**src/include/lbtc_map.svh**
```systemverilog
// Register addresses, field positions, reset values and timing figures
// for the MODE_SELECT_BIT breathing timing controller.
// Assumes inclusion by bare name from the core.
`ifndef LBTC_MAP_SVH
`define LBTC_MAP_SVH

`define LBTC_ADDR_SHUTDOWN   8'h00
`define LBTC_ADDR_BREATH     8'h01
`define LBTC_ADDR_MODE       8'h02
`define LBTC_ADDR_DUTY       8'h04
`define LBTC_ADDR_DUTY_LOAD  8'h07
`define LBTC_ADDR_OFFSET     8'h0A
`define LBTC_ADDR_RISE_HOLD  8'h10
`define LBTC_ADDR_FALL_OFF   8'h16
`define LBTC_ADDR_TIME_LOAD  8'h1C
`define LBTC_ADDR_CHAN_ON    8'h1D
`define LBTC_ADDR_SOFT_RESET 8'h2F

`define LBTC_LOAD_KEY        8'h00

`define LBTC_SSD_BIT         0
`define LBTC_RAMP_BIT        5
`define LBTC_HOLD_SEL_BIT    4
`define LBTC_MODE_BIT        5
`define LBTC_CHAN_ON_BIT     0

`define LBTC_OFFSET_FIELD    7:4
`define LBTC_RISE_FIELD      7:5
`define LBTC_HOLD_FIELD      4:1
`define LBTC_FALL_FIELD      7:5
`define LBTC_OFF_FIELD       4:1
`define LBTC_PEAK_FIELD      7:1

`define LBTC_CODE_MAX_LONG   4'hA
`define LBTC_CODE_MAX_SHORT  4'h8
`define LBTC_DUR_ONE         10'h001
`define LBTC_DUR_ZERO        10'h000
`define LBTC_DUR_MAX_LONG    10'h200
`define LBTC_DUR_MAX_SHORT   10'h080

`define LBTC_RST_SSD         1'b1
`define LBTC_RST_CHAN_ON     1'b1
`define LBTC_RST_BIT         1'b0
`define LBTC_RST_BYTE        8'h00

`define LBTC_TICK_NS         130000000
`define LBTC_CLK_NS          20

`endif

```
**src/include/lbtc_pkg.sv**
```systemverilog
// Types shared by the MODE_SELECT_BIT breathing timing controller files.
// Assumes lbtc_map.svh is on the include path.
package lbtc_pkg;

  typedef struct packed {
    logic       wr;
    logic [7:0] addr;
    logic [7:0] data;
  } lbtc_wr_t;

  // Gray along idle, offset, rise, hold, fall, off and back to rise
  typedef enum logic [2:0] {
    LBTC_IDLE   = 3'b000,
    LBTC_OFFSET = 3'b001,
    LBTC_RISE   = 3'b011,
    LBTC_HOLD   = 3'b010,
    LBTC_FALL   = 3'b110,
    LBTC_OFF    = 3'b111
  } lbtc_phase_t;

  typedef struct packed {
    logic       soft_shutdown_bit;
    logic       ramp_en;
    logic       hold_sel;
    logic       mode;
    logic       chan_on;
    logic [7:0] duty_hold;
    logic [7:0] duty;
    logic [7:0] offset_hold;
    logic [7:0] rise_hold_hold;
    logic [7:0] fall_off_hold;
    logic [7:0] offset_act;
    logic [7:0] rise_hold_act;
    logic [7:0] fall_off_act;
  } lbtc_regs_t;

  typedef struct packed {
    lbtc_regs_t  regs;
    lbtc_phase_t phase;
    logic [22:0] base_cnt;
    logic [9:0]  tick_cnt;
    logic [7:0]  level;
  } lbtc_state_t;

  typedef struct packed {
    logic [7:0] cnt;
    logic       out;
  } lbtc_pwm_state_t;

endpackage : lbtc_pkg

```
**src/core/lbtc_pwm.sv**
```systemverilog
// 256-step PWM generator for one output.
// Assumes level is stable-ish; a new level takes effect at once.
`timescale 1ns/1ps
`default_nettype none

module lbtc_pwm (
  input  wire logic       clk,
  input  wire logic       reset,
  input  wire logic [7:0] level,
  input  wire logic       enable,
  output var  logic       pwm_out
);
  import lbtc_pkg::*;

  lbtc_pwm_state_t st_ff;
  lbtc_pwm_state_t nxt_st;

  always_comb begin
    nxt_st     = st_ff;
    nxt_st.cnt = st_ff.cnt + 8'h01;
    // Level N gives N high counts out of 256; full scale is 255/256
    nxt_st.out = enable && (st_ff.cnt < level);
  end

  always_ff @(posedge clk or posedge reset) begin
    if (reset) begin
      st_ff <= '0;
    end else begin
      st_ff <= nxt_st;
    end
  end

  assign pwm_out = st_ff.out;

endmodule : lbtc_pwm

`default_nettype wire

```
**src/core/lbtc_core.sv**
```systemverilog
// MODE_SELECT_BIT breathing timing controller: register file written by a byte-write
// port (decoded serial writes), direct duty mode and automatic breathing.
// Assumes the write port is synchronous to clk and one write per strobe.
`timescale 1ns/1ps
`default_nettype none
`include "lbtc_map.svh"

// Contract
// - Offset code: zero, then 0.13s doubling to 66.56s
// - Rise code: 0.13s doubling to 16.64s
// - Hold code: zero, then 0.13s doubling to 16.64s
// - Fall code: 0.13s doubling to 16.64s
// - Off code: zero, then 0.13s doubling to 66.56s
// - Time writes held until load strobe of zero
// - Channel-on bit gates output, defaults on
// - Zero written to soft reset restores defaults
// - Power-up loads defaults, output starts dark
// - Direct mode drives duty N of 256
// - Direct duty holds until rewritten
// - Breathing mode varies intensity automatically
// - Offset once, then rise-hold-fall-off repeats
// - Breathing peak from upper seven duty bits
// - Ramping with hold select 0 stays in hold
// - Ramping with hold select 1 stays off
// - Software shutdown bit switches output off
// - Registers kept during either shutdown
// - Low shutdown pin forces hardware shutdown
// - Duty writes held until duty load strobe
// - Mode bit five selects duty or breathing
// - Ramping enable bit five, hold select four
// - Shutdown register bit zero is software shutdown
module lbtc_core #(
  parameter int TICK_CYCLES = (`LBTC_TICK_NS + `LBTC_CLK_NS - 1) / `LBTC_CLK_NS
) (
  input  wire logic              clk,
  input  wire logic              reset,
  input  wire lbtc_pkg::lbtc_wr_t reg_wr,
  input  wire logic              shutdown_n_pin,
  output var  logic              led_out,
  output var  logic [7:0]        led_level,
  output var  lbtc_pkg::lbtc_phase_t phase,
  output var  logic              shutdown_active
);
  import lbtc_pkg::*;

  // Divider wide enough for the whole shortest step at the 50 MHz clock
  localparam logic [22:0] TICK_LAST = 23'(TICK_CYCLES - 1);

  localparam lbtc_regs_t REGS_DEFAULT = '{
    soft_shutdown_bit:            `LBTC_RST_SSD,
    ramp_en:        `LBTC_RST_BIT,
    hold_sel:       `LBTC_RST_BIT,
    mode:           `LBTC_RST_BIT,
    chan_on:        `LBTC_RST_CHAN_ON,
    duty_hold:      `LBTC_RST_BYTE,
    duty:           `LBTC_RST_BYTE,
    offset_hold:    `LBTC_RST_BYTE,
    rise_hold_hold: `LBTC_RST_BYTE,
    fall_off_hold:  `LBTC_RST_BYTE,
    offset_act:     `LBTC_RST_BYTE,
    rise_hold_act:  `LBTC_RST_BYTE,
    fall_off_act:   `LBTC_RST_BYTE
  };

  // Power-up and soft reset share this image, so both start dark
  localparam lbtc_state_t STATE_DEFAULT = '{
    regs:     REGS_DEFAULT,
    phase:    LBTC_IDLE,
    base_cnt: '0,
    tick_cnt: '0,
    level:    '0
  };

  lbtc_state_t st_ff;
  lbtc_state_t nxt_st;

  // Codes with a zero setting: 0 is no time, k is 2^(k-1) ticks.
  // Unavailable codes are clamped to the longest setting.
  function automatic logic [9:0] dur_zeroable(
    input logic [3:0] code,
    input logic [3:0] code_max,
    input logic [9:0] dur_max
  );
    logic [9:0] d;
    d = `LBTC_DUR_ZERO;
    if (code == 4'h0) begin
      d = `LBTC_DUR_ZERO;
    end else if (code > code_max) begin
      d = dur_max;
    end else begin
      d = `LBTC_DUR_ONE << (code - 4'h1);
    end
    return d;
  endfunction : dur_zeroable

  // Ramp codes have no zero setting: code k is 2^k ticks
  function automatic logic [9:0] dur_ramp(input logic [2:0] code);
    return `LBTC_DUR_ONE << code;
  endfunction : dur_ramp

  // Level after cnt of 2^shift ticks of a linear ramp to peak
  function automatic logic [7:0] ramp_level(
    input logic [7:0] peak,
    input logic [9:0] cnt,
    input logic [2:0] shift
  );
    // Wide enough for any peak times any tick count
    logic [17:0] prod;
    prod = {10'h000, peak} * {8'h00, cnt};
    prod = prod >> shift;
    return prod[7:0];
  endfunction : ramp_level

  logic       sw_shutdown;
  logic       hw_shutdown;
  logic       halted;
  logic       tick;
  logic [7:0] peak;
  logic [2:0] rise_code;
  logic [2:0] fall_code;
  logic [9:0] dur_offset;
  logic [9:0] dur_rise;
  logic [9:0] dur_hold;
  logic [9:0] dur_fall;
  logic [9:0] dur_off;
  logic [9:0] dur_cur;
  logic       phase_done;
  logic       stay_hold;
  logic       stay_off;
  logic       time_load;
  logic       duty_load;
  logic       soft_reset;

  always_comb begin
    sw_shutdown = st_ff.regs.soft_shutdown_bit;
    hw_shutdown = !shutdown_n_pin;
    // Either shutdown source darkens the output and freezes the sequencer
    halted      = sw_shutdown || hw_shutdown;

    peak      = {st_ff.regs.duty[`LBTC_PEAK_FIELD], 1'b0};
    rise_code = st_ff.regs.rise_hold_act[`LBTC_RISE_FIELD];
    fall_code = st_ff.regs.fall_off_act[`LBTC_FALL_FIELD];

    dur_offset = dur_zeroable(st_ff.regs.offset_act[`LBTC_OFFSET_FIELD],
                              `LBTC_CODE_MAX_LONG, `LBTC_DUR_MAX_LONG);
    dur_rise   = dur_ramp(rise_code);
    dur_hold   = dur_zeroable(st_ff.regs.rise_hold_act[`LBTC_HOLD_FIELD],
                              `LBTC_CODE_MAX_SHORT, `LBTC_DUR_MAX_SHORT);
    dur_fall   = dur_ramp(fall_code);
    dur_off    = dur_zeroable(st_ff.regs.fall_off_act[`LBTC_OFF_FIELD],
                              `LBTC_CODE_MAX_LONG, `LBTC_DUR_MAX_LONG);

    unique case (st_ff.phase)
      LBTC_OFFSET: dur_cur = dur_offset;
      LBTC_RISE:   dur_cur = dur_rise;
      LBTC_HOLD:   dur_cur = dur_hold;
      LBTC_FALL:   dur_cur = dur_fall;
      LBTC_OFF:    dur_cur = dur_off;
      default:     dur_cur = `LBTC_DUR_ZERO;
    endcase

    // Divider restarts with every phase, so each phase gets whole ticks;
    // a phase lasts one clock longer than its tick count
    tick       = (st_ff.base_cnt == TICK_LAST);
    phase_done = (st_ff.tick_cnt >= dur_cur);
    // Held phases keep their tick count, so clearing ramping resumes them
    stay_hold  = st_ff.regs.ramp_en && !st_ff.regs.hold_sel;
    stay_off   = st_ff.regs.ramp_en && st_ff.regs.hold_sel;

    time_load  = reg_wr.wr && (reg_wr.addr == `LBTC_ADDR_TIME_LOAD)
                 && (reg_wr.data == `LBTC_LOAD_KEY);
    duty_load  = reg_wr.wr && (reg_wr.addr == `LBTC_ADDR_DUTY_LOAD)
                 && (reg_wr.data == `LBTC_LOAD_KEY);
    soft_reset = reg_wr.wr && (reg_wr.addr == `LBTC_ADDR_SOFT_RESET)
                 && (reg_wr.data == `LBTC_LOAD_KEY);
  end

  always_comb begin
    nxt_st = st_ff;

    // Register writes; shutdown does not touch stored contents
    if (reg_wr.wr) begin
      unique case (reg_wr.addr)
        `LBTC_ADDR_SHUTDOWN: begin
          nxt_st.regs.soft_shutdown_bit = reg_wr.data[`LBTC_SSD_BIT];
        end
        `LBTC_ADDR_BREATH: begin
          nxt_st.regs.ramp_en  = reg_wr.data[`LBTC_RAMP_BIT];
          nxt_st.regs.hold_sel = reg_wr.data[`LBTC_HOLD_SEL_BIT];
        end
        `LBTC_ADDR_MODE: begin
          nxt_st.regs.mode = reg_wr.data[`LBTC_MODE_BIT];
        end
        `LBTC_ADDR_DUTY: begin
          nxt_st.regs.duty_hold = reg_wr.data;
        end
        `LBTC_ADDR_OFFSET: begin
          nxt_st.regs.offset_hold = reg_wr.data;
        end
        `LBTC_ADDR_RISE_HOLD: begin
          nxt_st.regs.rise_hold_hold = reg_wr.data;
        end
        `LBTC_ADDR_FALL_OFF: begin
          nxt_st.regs.fall_off_hold = reg_wr.data;
        end
        `LBTC_ADDR_CHAN_ON: begin
          nxt_st.regs.chan_on = reg_wr.data[`LBTC_CHAN_ON_BIT];
        end
        default: begin
        end
      endcase
    end

    if (duty_load) begin
      nxt_st.regs.duty = st_ff.regs.duty_hold;
    end

    // Sequencer
    if (!st_ff.regs.mode) begin
      // Direct duty: level follows the loaded duty and nothing else
      nxt_st.phase    = LBTC_IDLE;
      nxt_st.base_cnt = '0;
      nxt_st.tick_cnt = '0;
      nxt_st.level    = st_ff.regs.duty;
    end else if (!halted) begin
      // Frozen while shut down so leaving shutdown resumes in place
      nxt_st.base_cnt = tick ? 23'h000000 : st_ff.base_cnt + 23'h000001;
      if (st_ff.phase == LBTC_IDLE) begin
        nxt_st.phase    = LBTC_OFFSET;
        nxt_st.base_cnt = '0;
        nxt_st.tick_cnt = '0;
      end else if ((st_ff.phase == LBTC_HOLD && stay_hold)
                   || (st_ff.phase == LBTC_OFF && stay_off)) begin
        nxt_st.tick_cnt = st_ff.tick_cnt;
      end else if (phase_done) begin
        nxt_st.base_cnt = '0;
        nxt_st.tick_cnt = '0;
        unique case (st_ff.phase)
          LBTC_OFFSET: nxt_st.phase = LBTC_RISE;
          LBTC_RISE:   nxt_st.phase = LBTC_HOLD;
          LBTC_HOLD:   nxt_st.phase = LBTC_FALL;
          LBTC_FALL:   nxt_st.phase = LBTC_OFF;
          default:     nxt_st.phase = LBTC_RISE;
        endcase
      end else if (tick) begin
        nxt_st.tick_cnt = st_ff.tick_cnt + 10'h001;
      end

      // Level lags the phase by one clock
      unique case (st_ff.phase)
        LBTC_RISE: nxt_st.level = ramp_level(peak, st_ff.tick_cnt, rise_code);
        LBTC_HOLD: nxt_st.level = peak;
        LBTC_FALL: nxt_st.level = peak - ramp_level(peak, st_ff.tick_cnt, fall_code);
        default:   nxt_st.level = '0;
      endcase
    end

    // New timing restarts breathing from the offset phase
    if (time_load) begin
      nxt_st.regs.offset_act    = st_ff.regs.offset_hold;
      nxt_st.regs.rise_hold_act = st_ff.regs.rise_hold_hold;
      nxt_st.regs.fall_off_act  = st_ff.regs.fall_off_hold;
      nxt_st.phase              = LBTC_IDLE;
      nxt_st.base_cnt           = '0;
      nxt_st.tick_cnt           = '0;
    end

    // Soft reset last so it overrides any other update this cycle
    if (soft_reset) begin
      nxt_st = STATE_DEFAULT;
    end
  end

  always_ff @(posedge clk or posedge reset) begin
    if (reset) begin
      st_ff <= STATE_DEFAULT;
    end else begin
      st_ff <= nxt_st;
    end
  end

  logic pwm_enable;

  // Channel-on gates only the output; the sequencer keeps its place
  // so switching the channel back on resumes the current phase
  assign pwm_enable = st_ff.regs.chan_on && !sw_shutdown && !hw_shutdown;

  lbtc_pwm lbtc_pwm_inst (
    .clk     (clk),
    .reset   (reset),
    .level   (st_ff.level),
    .enable  (pwm_enable),
    .pwm_out (led_out)
  );

  assign led_level       = st_ff.level;
  assign phase           = st_ff.phase;
  // Combinational so the pin acts without waiting for a clock
  assign shutdown_active = halted;

endmodule : lbtc_core

`default_nettype wire

```
**config.mk**
```make
export PLATFORM = sky130hd
export DESIGN_NAME = lbtc_core
export DESIGN_NICKNAME = d
export VERILOG_FILES = /design/src/include/lbtc_pkg.sv /design/src/core/lbtc_pwm.sv /design/src/core/lbtc_core.sv
export VERILOG_INCLUDE_DIRS = /design/src /design/src/include
export SDC_FILE = /design/constraint.sdc
export NUM_CORES = 1
export LEC_CHECK = 0
export BUFFER_PORTS_ARGS = -buffer_cell sky130_fd_sc_hd__clkbuf_2
export CORE_MARGIN = 1.5
export CORE_UTILIZATION = 60
export DETAILED_ROUTE_END_ITERATION = 7
export PLACE_DENSITY = 0.83
export RECOVER_POWER = 50
export SYNTH_ARGS = -nofsm -noshare
export SYNTH_HDL_FRONTEND = slang
export SYNTH_SLANG_ARGS = --single-unit
```
**constraint.sdc**
```tcl
create_clock -name clk -period 10.66 [get_ports clk]
set_input_delay 1.066 -clock clk [delete_from_list [all_inputs] [get_ports clk]]
set_output_delay 1.066 -clock clk [all_outputs]
set_load 0.01 [all_outputs]
```
Word-level counts from Yosys, hierarchy flattened
Index checks and enable logic that the tools add are counted.
{"block": "word_totals", "inputBits": 20, "regBits": 122, "out_inout_bits": 13}
{"block": "op_classes", "muxes": 31, "multipliers": 1, "n_shift": 7, "reduce_logical": 45, "magnitude_cmp": 5, "addsub": 7, "eq_ne": 21}
{"cell": "2-to-1 mux 113 bit", "count": 1}
{"cell": "2-to-1 mux 10 bit", "count": 9}
{"cell": "2-to-1 mux 44 bit", "count": 2}
{"cell": "2-to-1 mux 60 bit", "count": 1}
{"cell": "2-to-1 mux 26 bit", "count": 2}
{"cell": "case mux 10 bit (5 select lines)", "count": 1}
{"cell": "2-to-1 mux 8 bit", "count": 5}
{"cell": "2-to-1 mux 36 bit", "count": 1}
{"cell": ">> shifter 18 x 3 -> 8 bit", "count": 2}
{"cell": "equality test 8 x 5 -> 1 bit (second input constant)", "count": 4}
{"cell": "<< shifter 1 x 4 -> 10 bit (first input constant)", "count": 3}
{"cell": "2-to-1 mux 24 bit", "count": 1}
{"cell": "case mux 8 bit (3 select lines)", "count": 1}
{"cell": "adder 23 x 1 -> 23 bit (second input constant)", "count": 1}
{"cell": "equality test 23 bit (second input constant)", "count": 1}
{"cell": "2-to-1 mux 23 bit", "count": 1}
{"cell": "nonzero test 2 bit", "count": 11}
{"cell": "<< shifter 1 x 3 -> 10 bit (first input constant)", "count": 2}
{"cell": "multiplier 7 x 10 -> 17 bit", "count": 1}
{"cell": "equality test 8 x 3 -> 1 bit (second input constant)", "count": 2}
{"cell": "zero test 8 bit", "count": 2}
{"cell": "AND reduction 2 bit", "count": 8}
{"cell": "logical AND 1 bit", "count": 13}
{"cell": "2-to-1 mux 13 bit", "count": 1}
{"cell": "27 further kinds", "count": 41}

Logic depth before layout (Yosys ltp)
{"block": "depth", "ltp_word": 13, "mapped_depth": 27}

By module
From an unflattened synthesis, not the netlist that was laid out.
{"block": "unflattened", "cells_unflattened": 1011, "hier_area_um2": 9029.9}
{"module": "lbtc_core", "area_per_inst_um2": 8501.9, "cells_each": 958, "n_inst": 1, "seq_area_each_um2": 2529.9}
{"module": "lbtc_pwm", "area_per_inst_um2": 528.0, "cells_each": 53, "n_inst": 1, "seq_area_each_um2": 225.2}

Worst setup path before layout
Ideal clock, no wire load.
{"block": "synth_path", "path_type": "reg-to-reg", "startpoint": "register st_ff (netlist bit peak[7])", "endpoint": "register st_ff (netlist bit led_level[6])", "required_time_ns": 10.527, "period_less_slack_ns": 6.165, "path_slack_ns": 4.495, "setup_ns": 0.133, "path_stages_with_launch": 26, "arrival_time_ns": 6.033, "path_cell_list": "dfrtp_1 > clkbuf_1 > nand2_1 > fa_1 > fa_1 > fa_1 > inv_1 > fa_1 > ha_1 > buf_6 > nand3_1 > and2_4 > nand2_1 > xor2_1 > a21oi_1 > mux4_2 > fa_1 > a21o_1 > a21oi_1 > o21bai_1 > a21oi_1 > xnor2_1 > nand3_1 > o21ai_0 > a222oi_1 > nor2_1"}
{"block": "synth_via", "elab_chain_len": 7}
{"element": "from (decl)", "line": "lbtc_core.sv:74", "rtl": "lbtc_state_t st_ff;"}
{"element": "from (signal assigned)", "line": "lbtc_core.sv:278", "rtl": "st_ff <= nxt_st;"}
{"element": "multiplier 7 x 10 -> 17 bit *", "line": "lbtc_core.sv:109", "rtl": "prod = {10'h000, peak} * {8'h00, cnt};"}
{"element": ">> shifter 18 x 3 -> 8 bit", "line": "lbtc_core.sv:110", "rtl": "prod = prod >> shift;"}
{"element": "subtractor 8 bit", "line": "lbtc_core.sv:253", "rtl": "LBTC_FALL: nxt_st.level = peak - ramp_level(peak, st_ff.tick_cnt, fall_code);"}
{"element": "case mux 8 bit (3 select lines) *", "line": "lbtc_core.sv:250", "rtl": "unique case (st_ff.phase)"}
{"element": "2-to-1 mux 44 bit *", "line": "lbtc_core.sv:225", "rtl": "end else if (!halted) begin"}
{"element": "2-to-1 mux 44 bit *", "line": "lbtc_core.sv:219", "rtl": "if (!st_ff.regs.mode) begin"}
{"element": "2-to-1 mux 113 bit *", "line": "lbtc_core.sv:269", "rtl": "if (soft_reset) begin"}
Every way passes the cells marked *; elsewhere a longest branch is shown, timed or not. The select of a mux whose other input is x is not followed.
A chain may end at the register's enable or synchronous reset.

Final worst setup path
Same ends and word-level chain as after synthesis.

==> out/results.env <==
OUTCOME='finished with violations'
FAILED_CHECKS='max-capacitance violations, max-slew violations'
HOLD_VIOL_FINAL=0
FLOORPLAN.IO_PINS=33
POWER_uW=800
WORST-SETUP-PATH-TYPE='reg2reg'
GRT_FIRST_PASS_WIRELENGTH_MM=38.3
CP.REQUIRED_NS=10.89
ANTENNA_CELLS_INSERTED=0
ROWS=45
CLOCK-SINKS=110
DESIGN.FINAL.NETS=1150
SYNTHMOSTINSTANTIATEDCELL='sky130_fd_sc_hd__nand2_1'
TIMING_WORST_SLEW_PIN_VALUE_NS=3.47
PLACE_INST=1242
TRITONCTS.NUM_BUFFERS=9
POST-ROUTE-DRC-COUNT=0
CTS_TREE='built'
HTREEDEPTH=3
GRT_PASS1_VIAS=7625
SYNTH.TOP_CELLS.BY_COUNT='127 x sky130_fd_sc_hd__nand2_1, 108 x sky130_fd_sc_hd__dfrtp_1, 76 x sky130_fd_sc_hd__nor2_1'
OVERFLOW_LEFT_AFTER_GLOBAL_ROUTING=0
YS_FF_LATCH=110
ASYNC_RESET_FF_SHARE_PCT=100
TIMING.FINAL.CRIT_PERIOD_NS=6.80
CRITICAL-PATH-TOP-CELL-BY-COUNT='sky130_fd_sc_hd__fa_1'
NUMBER_OF_ENABLE_TYPE_REGISTER_CELLS_IN_THE_SYNTHESIZED_NETLIST=0
SYNTH-XOR-AREA-SHARE_PCT=3.27
GP_CONGESTION=1.03
SYNTH_COMPOUND_GATE_AREA_SHARE_PCT=15.9
TOTALNEGATIVESETUPSLACK_NS=0
POST_SYNTH_AND_OR_NAND_NOR_AREA_FRACTION_PCT=22.0
TIMING.CRITICAL_PATH.CELLS='nand2_1, fa_1, fa_1, fa_1, inv_1, fa_1, ha_1, nand3_1, nand2b_1, nand2_1, xor2_1, a21oi_1, mux4_2, fa_1, a21o_1, a21oi_1, o21bai_1, a21oi_1, xnor2_1, nand3_1, o21ai_0, a222oi_1, nor2_1'
INTPOWER_uW=605
CTS_REPAIR_RESIZE_COUNT=0
CORE_MM2=0.0153
DR.FIRST_ITER.DRC_COUNT=763
FINALMAXSLEWVIOLATIONS=113
POST_ROUTE_CELLS_DRIVE_ABOVE_1_SHARE_PCT=10.8
CAP_VIOLATIONS=2
DETAIL_ROUTE.FIRST_PASS.ITERATIONS=5
ROUTED_WIRELENGTH_MM=23.5
NETLIST-CELL-TYPE-COUNT=78
CRITICAL_PATH.SLOWEST_CELL='sky130_fd_sc_hd__dfrtp_1'
YOSYS.AREA_SHARE.ADDER_PCT=14.8
IO_BUFFER_COUNT=32
DRTANTENNAVIOLNETS=0
STARTING_DENSITY_PCT=61.5
SHARE_OF_CELL_AREA_TAKEN_BY_MUXES_AFTER_SYNTHESIS_PCT=8.64
AREA_OVERHEAD_VS_SYNTH_PCT=4.71
MIN-DELAY-PATH-CLASS='reg2reg'
CRITICAL_PATH_PEAK_FANOUT=15
SYNTH_TOP_FAMILY_BY_AREA='simple AND/OR/NAND/NOR gates'
POSTSYNTH.TOPFLOPCELL='sky130_fd_sc_hd__dfrtp_1'
NET-SWITCHING-POWER_uW=195
FP.DIEH_UM=128
PWR-SHARE-COMB_PCT=4.8
POST_CTS_BUFFERS=0
CTS_HOLD_BUFFERS=0
GRT_MAX_DEGREE=68
DP_HPWL_MM=17.4
PROPORTION_OF_TOTAL_POWER_DUE_TO_NET_SWITCHING_PCT=24.4
PROPORTION_OF_SYNTHESIZED_CHIP_AREA_IN_SEQUENTIAL_CELLS_PCT=29.4
SYNTHESIZED_INSTANCE_COUNT=1063
SYNTH_WARNINGS=0
STDCELL_COUNT=1258
POWER.SHARE.SEQUENTIAL_PCT=53.7
SYNTH_LARGEST_TYPE_AREA_FRACTION_PCT=28.8
PEAKVDDDROP_mV=0.0881
TIMING.MAX_SLEW.REL_SLACK_PCT=-132
FINAL-SETUP-VIOL-COUNT=0
DIE_W_UM=128
CP_TOP_FAMILY='adder cells'
MAPPED_NETS=1171
SYNTH_LARGEST_AREA_CELL='sky130_fd_sc_hd__dfrtp_1'
VIA_COUNT=8126
FIN_WORST_SKEW_NS=0.0158
CLKLATENCYLATEPIN_NS=0.36
CRITPATHBUFINV=1
ACHIEVABLE-FREQUENCY_GHz=0.147
FLOORPLAN.DIE_AREA_MM2=0.0164
ROUTEDWLPERCELL_UM=18.7
POWER.CLOCK.FRACTION_PCT=41.5
SLOWEST_DELAY_NS=0.64
GR-USAGE-ALL-LAYERS_PCT=29.6
NETLIST_TOP_CELLS_AREA='sky130_fd_sc_hd__dfrtp_1 29%, sky130_fd_sc_hd__fa_1 8.1%, sky130_fd_sc_hd__ha_1 6.7%'
WORSTPATHARRIVAL_NS=7.04
INITIAL_ANTENNA_VIOLATION_COUNT=0
CLOCK_TREE.BUFFER_DEPTH=2
AVGVIACOUNTPERCELL=6.46
LEAK_uW=0.00416
FINAL.HOLD.WORST_SLACK_NS=0.468
SYNTH_AREA_PER_CELL_UM2=8.82
TIMING.FINAL.CRIT_SHARE_PCT=63.8
GRT_SETUP_UNREPAIRED='no'
SYNTH_AREA_MM2=0.00938
PWR_DENSITY_CELL_mW_PER_MM2=81.4
SETUP.WORST_PATH.START_CLASS='flip-flop'
CRITPATHCAPTURETYPE='flip-flop'
PATH_CLK_SLEW_NS=0.08
LIBRARY_CELL_USED_AS_CLOCK_ROOT_BUFFER='sky130_fd_sc_hd__clkbuf_16'
==> per-stage QoR <==
stage	utilization, %	worst slack, ns	instance area [µm²]
CTS	64.5	3.93	9840
floorplan	-	4.49	9380
global route	64.4	3.42	9820
detailed placement	62.5	3.93	9540
global placement	62.5	4.11	9540
finish	64.4	3.86	9820
==> power by group through the flow <==
stage | Combinational, µW | Clock [µW] | Sequential [µW]
global route | 42.4 | 349 | 430
floorplan | 25.5 | 0 | 434
CTS | 38.7 | 337 | 429
global placement | 37.4 | 0 | 437
detailed placement | 38.4 | 0 | 437
finish | 38.3 | 332 | 429
==> logic make-up after synthesis <==
logic type      Yosys count
buf+inv                 134
simple gates            417
flops                   110
fa+ha+maj                88
xor+xnor                 35
compound gates          216
mux                      63
==> worst paths after layout <==
check / endpoint / slack [ns] / cells after the start / startpoint
worst max-delay path: led_level[6] / 3.86 / 23 / peak[7]
worst min-delay path: rise_code[0] / 0.47 / 2 / st_ff[81]
worst max register to register: led_level[6] / 3.86 / 23 / peak[7]
worst min register to register: rise_code[0] / 0.47 / 2 / st_ff[81]
max in group asynchronous: peak[5] / 5.51 / 3 / reset
min in group asynchronous: st_ff[38] / 1.17 / 2 / reset
==> per-layer routing <==
metal  GRT usage (%)  routed length (µm)  vias to the layer above
met5               0                   0                        -
met2            47.3               11000                      338
met4            8.46                 502                        0
met1            41.6               10300                     3990
li1                -                   -                     3749
met3            5.22                1650                       49
==> flip-flops by register name, indices dropped and copies added (netlist names) <==
name,flops
lbtc_pwm_inst.st_ff,8
led_level,8
fall_code,3
phase,3
lbtc_pwm_inst.pwm_out,1
sw_shutdown,1
rise_code,3
peak,7
st_ff,76
==> cell usage in the layout (no fill, tap or decap), drive strengths merged, types with 5 or more instances in the layout <==
cell and instances:
nand2 127, dfrtp 108, nor2 76, inv 62
ha 50, nand3 48, o21ai 44, clkbuf 43
a21oi 41, fa 38, and2 37, mux2 34
nor3 27, xnor2 22, a31oi 20, mux2i 18
nand4 16, nand2b 15, nor2b 15, o31ai 14
xor2 13, and3 12, a21o 12, mux4 11
a41oi 10, nor4 9, a211oi 9, or3 8
or2 7, o211ai 6, clkinv 6, nand3b 5
o21a 5, a221oi 5, buf 5
==> layout make-up <==
type | count | area [µm²]
Multi-Input combinational cell | 819 | 6080
Fill cell | 1251 | 5440
Sequential cell | 110 | 2760
Tap cell | 211 | 264
Inverter | 64 | 241
Clock buffer | 10 | 239
Timing Repair Buffer | 38 | 190
Clock inverter | 6 | 55.1
==> tightest hold or removal path: stages (launching register included) <==
cell and delay, ns:
sky130_fd_sc_hd__dfrtp_1 0.34, sky130_fd_sc_hd__nand2_1 0.05, sky130_fd_sc_hd__nand2_1 0.05
Power figures use the tool's default switching activity.
